===== config.mk =====
export PLATFORM = sky130hd
export DESIGN_NAME = lra_haptic_drive_config
export DESIGN_NICKNAME = d
export VERILOG_FILES = /design/src/haptic_drive_pkg.sv /design/src/lra_haptic_drive_config.sv
export VERILOG_INCLUDE_DIRS = /design/src
export SDC_FILE = /design/constraint.sdc
export NUM_CORES = 1
export LEC_CHECK = 0
export ABC_CLOCK_PERIOD_IN_PS = 3950
export BUFFER_PORTS_ARGS = -buffer_cell sky130_fd_sc_hd__clkbuf_2
export CAP_MARGIN = 15
export CORE_MARGIN = 4
export CORE_UTILIZATION = 30
export CTS_CLUSTER_DIAMETER = 50
export CTS_CLUSTER_SIZE = 12
export DETAILED_ROUTE_END_ITERATION = 10
export REMOVE_ABC_BUFFERS = 1
export SLEW_MARGIN = 15
export SYNTH_ARGS = -nofsm -noshare
export SYNTH_HDL_FRONTEND = slang
export SYNTH_SLANG_ARGS = --single-unit

===== constraint.sdc =====
create_clock -name REF_CLK -period 3.95 [get_ports REF_CLK]
set_clock_uncertainty 0.2 [all_clocks]
set_input_delay 0.1975 -clock REF_CLK [delete_from_list [all_inputs] [get_ports REF_CLK]]
set_output_delay 0.1975 -clock REF_CLK [all_outputs]
set_load 0.005 [all_outputs]

===== src/haptic_drive_params.svh =====
`ifndef HAPTIC_DRIVE_PARAMS_SVH
`define HAPTIC_DRIVE_PARAMS_SVH

// register byte addresses; the 16-bit bridge setup spans two bytes, low byte first
`define ADDR_SYS_STATUS      16'h1000
`define ADDR_HAPTIC_CTRL     16'h2003
`define ADDR_BRIDGE_LO       16'h3000
`define ADDR_BRIDGE_HI       16'h3001
`define ADDR_RESONANCE       16'h3006
`define ADDR_PULSE_SHAPE     16'h3007

// reset values
`define RST_BRIDGE_SETUP     16'h0000
`define RST_RESONANCE        8'h00
`define RST_PULSE_SHAPE      8'hC0

// haptic control bits
`define HCTL_TRIGGER_BIT     0
`define HCTL_STOP_BIT        1

// status bits
`define STAT_ACTIVE_BIT      1
`define STAT_OCUR_BIT        4
`define STAT_OTEMP_BIT       5

// timing: half cycle of the actuator drive, default for a 170 Hz actuator
`define LRA_FREQ_HZ          170
`define REF_CLK_HZ           125000000
`define HALF_CYCLE_CLKS      (`REF_CLK_HZ / (2 * `LRA_FREQ_HZ))
// amplitude chopping period in clock cycles, four steps of 25 percent
`define AMP_STEPS            4

`endif


===== src/haptic_drive_pkg.sv =====
package haptic_drive_pkg;

    typedef struct packed {
        logic [1:0] rsvd_hi;
        logic       idle_ground;
        logic       strict_failure;
        logic       external_bridge;
        logic [2:0] drive_strength;
        logic [1:0] rsvd_lo;
        logic [1:0] slew_rate;
        logic       slew_enable;
        logic       shoot_prot_en;
        logic       otemp_prot_en;
        logic       ocur_prot_en;
    } bridge_output_setup_t;

    typedef struct packed {
        logic [6:0] backoff;
        logic       enable;
    } resonance_tracking_ctrl_t;

    typedef struct packed {
        logic [1:0] amplitude;
        logic [2:0] half_cycles;
        logic       delay_brake;
        logic       brake_enable;
        logic       invert_start;
    } pulse_shape_descriptor_t;

    typedef struct packed {
        logic out;
        logic oe;
    } pin_drive_t;

    typedef enum logic [1:0] {
        ST_IDLE,
        ST_DRIVE,
        ST_DELAY,
        ST_BRAKE
    } play_state_t;

endpackage


===== src/lra_haptic_drive_config.sv =====
// Functional notes
// idle-ground set: both terminals driven low when idle; clear: both float unless external-bridge is set
// strict-failure clear: playback always allowed; set: refused while fault pending
// external-bridge set: logic drive levels on both terminals, else internal bridge
// software writes drive strength only 0 to 5, typically 5
// slew code 0..3 selects 20, 40, 80, 160 V/us edge rate
// slew rate applied only while slew-control enable set, else slew limiting off
// shoot-through protection active only while its enable bit is set
// over-temperature protection active only while its enable bit is set
// over-current protection active only while its enable bit is set
// autoresonance tracking runs only while its enable bit is set
// software writes autoresonance backoff only 0 to 100
// amplitude codes 0..3 give 25, 50, 75, 100 percent drive
// driven half cycles equal half-cycle field plus one
// delayed braking waits one half cycle after drive; otherwise brake at once
// braking phase follows drive only when braking enable is set
// invert-start set: first half cycle on negative terminal, else positive
// writing one to trigger starts playback; bit clears itself
// writing one to stop halts output immediately; bit clears itself
// over-current sets sticky status flag; reading status clears it
// enabled protection fault during playback stops drive, pins return idle
`timescale 1ns/1ns
`include "haptic_drive_params.svh"

module lra_haptic_drive_config
    import haptic_drive_pkg::*;
#(
    parameter int HALF_CYCLE_CLKS = `HALF_CYCLE_CLKS
) (
    input  wire logic        REF_CLK,
    input  wire logic        RESET,
    input  wire logic [15:0] REG_ADDR,
    input  wire logic [7:0]  REG_WDATA,
    input  wire logic        REG_WR,
    input  wire logic        REG_RD,
    output logic      [7:0]  REG_RDATA,
    input  wire logic        OCUR_DETECT,
    input  wire logic        OTEMP_DETECT,
    output logic             M_PLUS_OUT,
    output logic             M_PLUS_OE,
    output logic             M_MINUS_OUT,
    output logic             M_MINUS_OE,
    output logic             EXT_BRIDGE,
    output logic [2:0]       DRIVE_STRENGTH,
    output logic [1:0]       SLEW_RATE_SEL,
    output logic             SLEW_LIMIT_EN,
    output logic             SHOOT_PROT_EN,
    output logic             OTEMP_PROT_EN,
    output logic             OCUR_PROT_EN,
    output logic             AUTORES_EN,
    output logic [6:0]       AUTORES_BACKOFF,
    output logic             HAPTICS_ACTIVE
);

    localparam int HC_W = $clog2(HALF_CYCLE_CLKS + 1);

    // ------------------------------------------------------------
    // register file
    // ------------------------------------------------------------
    bridge_output_setup_t     bridge_reg;
    resonance_tracking_ctrl_t reson_reg;
    pulse_shape_descriptor_t  shape_reg;
    logic                     ocur_flag_reg;
    logic                     otemp_flag_reg;
    logic [7:0]               rdata_reg;

    wire wr_lo     = REG_WR && (REG_ADDR == `ADDR_BRIDGE_LO);
    wire wr_hi     = REG_WR && (REG_ADDR == `ADDR_BRIDGE_HI);
    wire wr_reson  = REG_WR && (REG_ADDR == `ADDR_RESONANCE);
    wire wr_shape  = REG_WR && (REG_ADDR == `ADDR_PULSE_SHAPE);
    wire wr_hctl   = REG_WR && (REG_ADDR == `ADDR_HAPTIC_CTRL);
    wire rd_status = REG_RD && (REG_ADDR == `ADDR_SYS_STATUS);

    // control bits are write-only strobes, so they never hold a stored one
    wire trigger_req = wr_hctl && REG_WDATA[`HCTL_TRIGGER_BIT];
    wire stop_req    = wr_hctl && REG_WDATA[`HCTL_STOP_BIT];

    // a fault only counts while its protection is enabled
    wire ocur_fault  = OCUR_DETECT && bridge_reg.ocur_prot_en;
    wire otemp_fault = OTEMP_DETECT && bridge_reg.otemp_prot_en;

    // set wins over the clear-on-read in the same cycle
    wire ocur_flag_next  = ocur_fault || (ocur_flag_reg && !rd_status);
    wire otemp_flag_next = otemp_fault || (otemp_flag_reg && !rd_status);

    logic [7:0] status_byte;
    logic [7:0] rd_mux;
    always_comb begin
        status_byte = 8'h00;
        status_byte[`STAT_OTEMP_BIT]  = otemp_flag_reg;
        status_byte[`STAT_OCUR_BIT]   = ocur_flag_reg;
        status_byte[`STAT_ACTIVE_BIT] = HAPTICS_ACTIVE;
    end

    // reserved bits and unmapped addresses read as zero; control reads zero
    always_comb begin
        unique case (REG_ADDR)
            `ADDR_SYS_STATUS:  rd_mux = status_byte;
            `ADDR_BRIDGE_LO:   rd_mux = bridge_reg[7:0] & 8'h3F;
            `ADDR_BRIDGE_HI:   rd_mux = bridge_reg[15:8] & 8'h3F;
            `ADDR_RESONANCE:   rd_mux = reson_reg;
            `ADDR_PULSE_SHAPE: rd_mux = shape_reg;
            default:           rd_mux = 8'h00;
        endcase
    end

    always_ff @(posedge REF_CLK or posedge RESET) begin
        if (RESET) begin
            bridge_reg     <= `RST_BRIDGE_SETUP;
            reson_reg      <= `RST_RESONANCE;
            shape_reg      <= `RST_PULSE_SHAPE;
            ocur_flag_reg  <= 1'b0;
            otemp_flag_reg <= 1'b0;
            rdata_reg      <= 8'h00;
        end else begin
            if (wr_lo) begin
                bridge_reg[7:0] <= REG_WDATA;
            end
            if (wr_hi) begin
                bridge_reg[15:8] <= REG_WDATA;
            end
            if (wr_reson) begin
                reson_reg <= REG_WDATA;
            end
            if (wr_shape) begin
                shape_reg <= REG_WDATA;
            end
            ocur_flag_reg  <= ocur_flag_next;
            otemp_flag_reg <= otemp_flag_next;
            if (REG_RD) begin
                rdata_reg <= rd_mux;
            end
        end
    end

    // ------------------------------------------------------------
    // playback sequencer
    // ------------------------------------------------------------
    play_state_t      state_reg;
    play_state_t      state_next;
    logic [HC_W-1:0]  hc_cnt_reg;
    logic [2:0]       hc_num_reg;
    logic [1:0]       amp_cnt_reg;
    pulse_shape_descriptor_t shot_reg;

    // strict mode refuses a start while a fault flag is pending
    wire fault_pending = ocur_flag_reg || otemp_flag_reg;
    wire start_ok      = trigger_req && !(bridge_reg.strict_failure && fault_pending);
    wire abort         = stop_req || ocur_fault || otemp_fault;
    wire hc_end        = (hc_cnt_reg == HC_W'(HALF_CYCLE_CLKS - 1));
    wire last_hc       = (hc_num_reg == shot_reg.half_cycles);

    always_comb begin
        state_next = state_reg;
        unique case (state_reg)
            ST_IDLE: begin
                if (start_ok && !abort) begin
                    state_next = ST_DRIVE;
                end
            end
            ST_DRIVE: begin
                if (hc_end && last_hc) begin
                    if (!shot_reg.brake_enable) begin
                        state_next = ST_IDLE;
                    end else if (shot_reg.delay_brake) begin
                        state_next = ST_DELAY;
                    end else begin
                        state_next = ST_BRAKE;
                    end
                end
            end
            ST_DELAY: begin
                if (hc_end) begin
                    state_next = ST_BRAKE;
                end
            end
            ST_BRAKE: begin
                if (hc_end) begin
                    state_next = ST_IDLE;
                end
            end
        endcase
        if (abort) begin
            state_next = ST_IDLE;
        end
    end

    always_ff @(posedge REF_CLK or posedge RESET) begin
        if (RESET) begin
            state_reg   <= ST_IDLE;
            hc_cnt_reg  <= '0;
            hc_num_reg  <= 3'h0;
            amp_cnt_reg <= 2'h0;
            shot_reg    <= `RST_PULSE_SHAPE;
        end else begin
            state_reg   <= state_next;
            amp_cnt_reg <= amp_cnt_reg + 2'h1;
            if (state_reg == ST_IDLE) begin
                // descriptor is latched at start so a rewrite mid-pulse is harmless
                shot_reg   <= shape_reg;
                hc_cnt_reg <= '0;
                hc_num_reg <= 3'h0;
            end else if (hc_end) begin
                hc_cnt_reg <= '0;
                hc_num_reg <= hc_num_reg + 3'h1;
            end else begin
                hc_cnt_reg <= hc_cnt_reg + HC_W'(1);
            end
        end
    end

    // ------------------------------------------------------------
    // pin drive
    // ------------------------------------------------------------
    // amplitude by chopping: code n drives n+1 of every four cycles
    // pins are registered: work from the coming cycle's shape and half cycle so that
    // the first half cycle starts together with the active flag and lasts a full span
    pulse_shape_descriptor_t shape_now;
    assign shape_now = (state_reg == ST_IDLE) ? shape_reg : shot_reg;
    wire [2:0] hc_now = (state_reg != ST_IDLE && hc_end) ? hc_num_reg + 3'h1 : hc_num_reg;
    wire amp_on   = (amp_cnt_reg <= shape_now.amplitude);
    wire positive = hc_now[0] ^ shape_now.invert_start;
    wire driving  = (state_next == ST_DRIVE);

    pin_drive_t plus_next;
    pin_drive_t minus_next;
    always_comb begin
        if (driving) begin
            plus_next  = '{out: !positive && amp_on, oe: 1'b1};
            minus_next = '{out: positive && amp_on, oe: 1'b1};
        end else if (state_next == ST_BRAKE) begin
            plus_next  = '{out: 1'b0, oe: 1'b1};
            minus_next = '{out: 1'b0, oe: 1'b1};
        end else begin
            // external bridge inputs must never float, so they hold a logic low
            plus_next  = '{out: 1'b0,
                           oe: bridge_reg.idle_ground || bridge_reg.external_bridge};
            minus_next = plus_next;
        end
    end

    always_ff @(posedge REF_CLK or posedge RESET) begin
        if (RESET) begin
            M_PLUS_OUT      <= 1'b0;
            M_PLUS_OE       <= 1'b0;
            M_MINUS_OUT     <= 1'b0;
            M_MINUS_OE      <= 1'b0;
            EXT_BRIDGE      <= 1'b0;
            DRIVE_STRENGTH  <= 3'h0;
            SLEW_RATE_SEL   <= 2'h0;
            SLEW_LIMIT_EN   <= 1'b0;
            SHOOT_PROT_EN   <= 1'b0;
            OTEMP_PROT_EN   <= 1'b0;
            OCUR_PROT_EN    <= 1'b0;
            AUTORES_EN      <= 1'b0;
            AUTORES_BACKOFF <= 7'h00;
            HAPTICS_ACTIVE  <= 1'b0;
        end else begin
            M_PLUS_OUT      <= plus_next.out;
            M_PLUS_OE       <= plus_next.oe;
            M_MINUS_OUT     <= minus_next.out;
            M_MINUS_OE      <= minus_next.oe;
            EXT_BRIDGE      <= bridge_reg.external_bridge;
            DRIVE_STRENGTH  <= bridge_reg.drive_strength;
            SLEW_RATE_SEL   <= bridge_reg.slew_rate;
            SLEW_LIMIT_EN   <= bridge_reg.slew_enable;
            SHOOT_PROT_EN   <= bridge_reg.shoot_prot_en;
            OTEMP_PROT_EN   <= bridge_reg.otemp_prot_en;
            OCUR_PROT_EN    <= bridge_reg.ocur_prot_en;
            AUTORES_EN      <= reson_reg.enable;
            AUTORES_BACKOFF <= reson_reg.backoff;
            HAPTICS_ACTIVE  <= (state_next != ST_IDLE);
        end
    end

    assign REG_RDATA = rdata_reg;

endmodule


==> results.yml <==
grt:
  antenna_found_initial: 0
  grt_pass1_wl_um: 15600
  grt_start_max_net_pins: 36
  grt_pass1_vias: 2960
  track_usage_pct: 12.3
  gr-total-overflow: 0
setup_path:
  cp-start-kind: "flop"
  rr_endpoint: "M_MINUS_OUT"
  reg2reg_slack_ns: 1.44
  end_kind: "flop"
  rr_startpoint: "state_reg[1]"
  arrival_ns: 2.58
  crit_fanout: 8
  r2r_cells: 8
  required_ns: 4.01
  crit_type: "flop to flop"
die:
  dieWidth_um: 126
  die_height_um: 126
  initial_core_util_pct: 31.0
  rows: 42
  num_io_pins: 61
  core_mm2: 0.0134
  die-area_mm2: 0.0158
synthesis:
  synth_top_area_share_pct: 54.2
  syn_area_per_cell_um2: 12.7
  synth_seq_cells: 94
  synth_area_leaders: "dfrtp_1 (54%), mux2_2 (8.4%), xor2_1 (3.2%)"
  synth_top_area_cell: "dfrtp_1"
  synth_edf_count: 0
  ys_async_sr_fraction_pct: 100
  synth-seq-area-share_pct: 56.7
  netlist_area_mm2: 0.00416
  yosysWarnings: 0
  yosys_most_used_dff: "dfrtp_1"
  synth.distinct_cells: 49
  netlist_instances: 327
clocking:
  clockBufferDepth: 2
  clock_sink_count: 94
  hold_buffers: 11
  cts_tree: "built"
  ctsResizeCount: 0
  post-cts-setup-buffers: 0
  cts_max_level: 3
  cts_buffers: 9
  path_clk_slew_ns: 0.07
  root_buffer: "clkbuf_16"
  clock_latency_ns: 0.34
power:
  netSwitchingPower_uw: 407
  vdd_drop_max_mv: 0.228
  pwr-share-comb_pct: 3.7
  p_leak_nw: 2.50
  powerDensity_mw_per_mm2: 385
  p_clk_share_pct: 46.9
  swShare_pct: 20.8
  power_mw: 1.96
  intPower_mw: 1.55
  seqPwrFrac_pct: 49.4
final_layout:
  nNetsFinal: 439
  fin_area_mm2: 0.00508
  final_common_cell: "dfrtp_1"
  fin_util_pct: 37.9
  largest_reg_flops: 19
  diodes: 0
  instances_no_fill: 585
  drive_gt1_share_pct: 32.3
  layout_common_cells: "dfrtp_1 (90), clkbuf_2 (60), mux2_2 (31)"
  syn2layout_area_growth_pct: 22.3
sta:
  final_hold_viol_count: 0
  worst_pin_slew_ns: 0.775
  worst_slack_ns: 1.44
  tns_ns: 0
  fmax_ghz: 0.398
  relSlewSlack_pct: 48.3
  period_share_pct: 63.6
  finalSetupViolCount: 0
  holdWs_ns: 0.0813
  rsz0062_at_grt: "false"
  finalCriticalPeriod_ns: 2.51
  slew_viol_final: 0
job:
  maxCapViolations: 0
placement:
  placed_cells: 558
  place_hpwl_um: 6840
  postPlaceCellArea_mm2: 0.00465
  port_buffers: 60
  place_congestion: 0.863
  dpl_worst_slack_ns: 1.23
worst_hold_path:
  holdCritStartpoint: "REG_RD"
  min_to: "REG_RDATA[0]"
  hold_path.class: "input pin to flop"
  whs_path_depth: 2
routing:
  drt-total-wl_um: 9240
  wl_per_cell_um: 15.8
  firstDrtPassIters: 4
  viasPerCell: 4.77
  drc: 0
  ant_nets: 0
  first_iter_violations: 256
  via_count: 2789
outcome:
  status: "finished clean"
-- synth_stat cells (all sizes together) (2+ instances only) --
| cell | count |
|---|---|
| and3 | 3 |
| nor4bb | 2 |
| nor2 | 30 |
| o22ai | 3 |
| nand4 | 7 |
| xnor2 | 8 |
| dfrtp | 90 |
| a21oi | 2 |
| nor2b | 6 |
| dfstp | 4 |
| nand2 | 16 |
| a22oi | 7 |
| ha | 5 |
| nand3 | 15 |
| mux2 | 46 |
| a22o | 2 |
| nor3 | 4 |
| o21ai | 8 |
| or3 | 2 |
| xor2 | 15 |
| buf | 6 |
| mux2i | 2 |
| or4 | 4 |
| clkbuf | 3 |
| inv | 12 |
| a222oi | 3 |
| or4b | 2 |
| nor4 | 9 |
-- layout make-up --
type	count	area, µm²
clock buffers	11	233
clock inverters	5	85.1
fillers	1308	8320
inverters	12	46.3
multi-input cells	212	1700
flip-flops and latches	94	2360
well taps	176	220
repair buffers	75	440
-- power by group through the flow --
stage / sequential, mW / clock [mW] / combinational [mW]
global placement: 0.985 / 0 / 0.0621
global route: 0.966 / 0.990 / 0.0813
detailed placement: 0.985 / 0 / 0.0646
CTS: 0.967 / 0.942 / 0.0737
floorplan: 0.984 / 0 / 0.0271
finish: 0.967 / 0.918 / 0.0717
-- per-layer routing --
layer	part of all wire (%)	vias to the layer above	wire, µm	track usage [%]
met3	6.3	12	582	3.68
li1	-	1314	-	-
met4	1.3	0	117	3.51
met2	47	78	4360	19.5
met1	45	1385	4180	16.4
met5	0	-	0	0
-- worst max-delay path by stage --
stage / start / endpoint / slack (ns) / depth (start not counted)
final: state_reg[1] / M_MINUS_OUT / 1.44 / 8
after global routing: state_reg[1] / M_PLUS_OUT / 1.24 / 8
after CTS: state_reg[1] / M_PLUS_OUT / 1.39 / 8
after detailed placement: REG_ADDR[15] / reson_reg[5] / 1.23 / 6
after global placement: REG_ADDR[15] / reson_reg[2] / 1.33 / 6
after floorplan: RESET / AUTORES_BACKOFF[0] / 1.11 / 1
-- logic make-up after synthesis --
family,count (synthesis),share of synthesized area (%)
mux,48,13.7
buf+inv,21,2.38
xor+xnor,24,5.42
compound gates,29,5.06
flops,94,56.7
simple gates,106,15.3
fa+ha+maj,5,1.51
-- worst max-delay path: stages (launching register included) --
cell and delay (ns):
dfrtp_1 0.48, nor2_1 0.27, mux2i_1 0.27, ha_1 0.27, nor2b_1 0.13, o21ai_0 0.18, nand2b_1 0.08, a2111o_1 0.43
nor2_1 0.13
No activity file was read; power rests on OpenSTA's default activity.
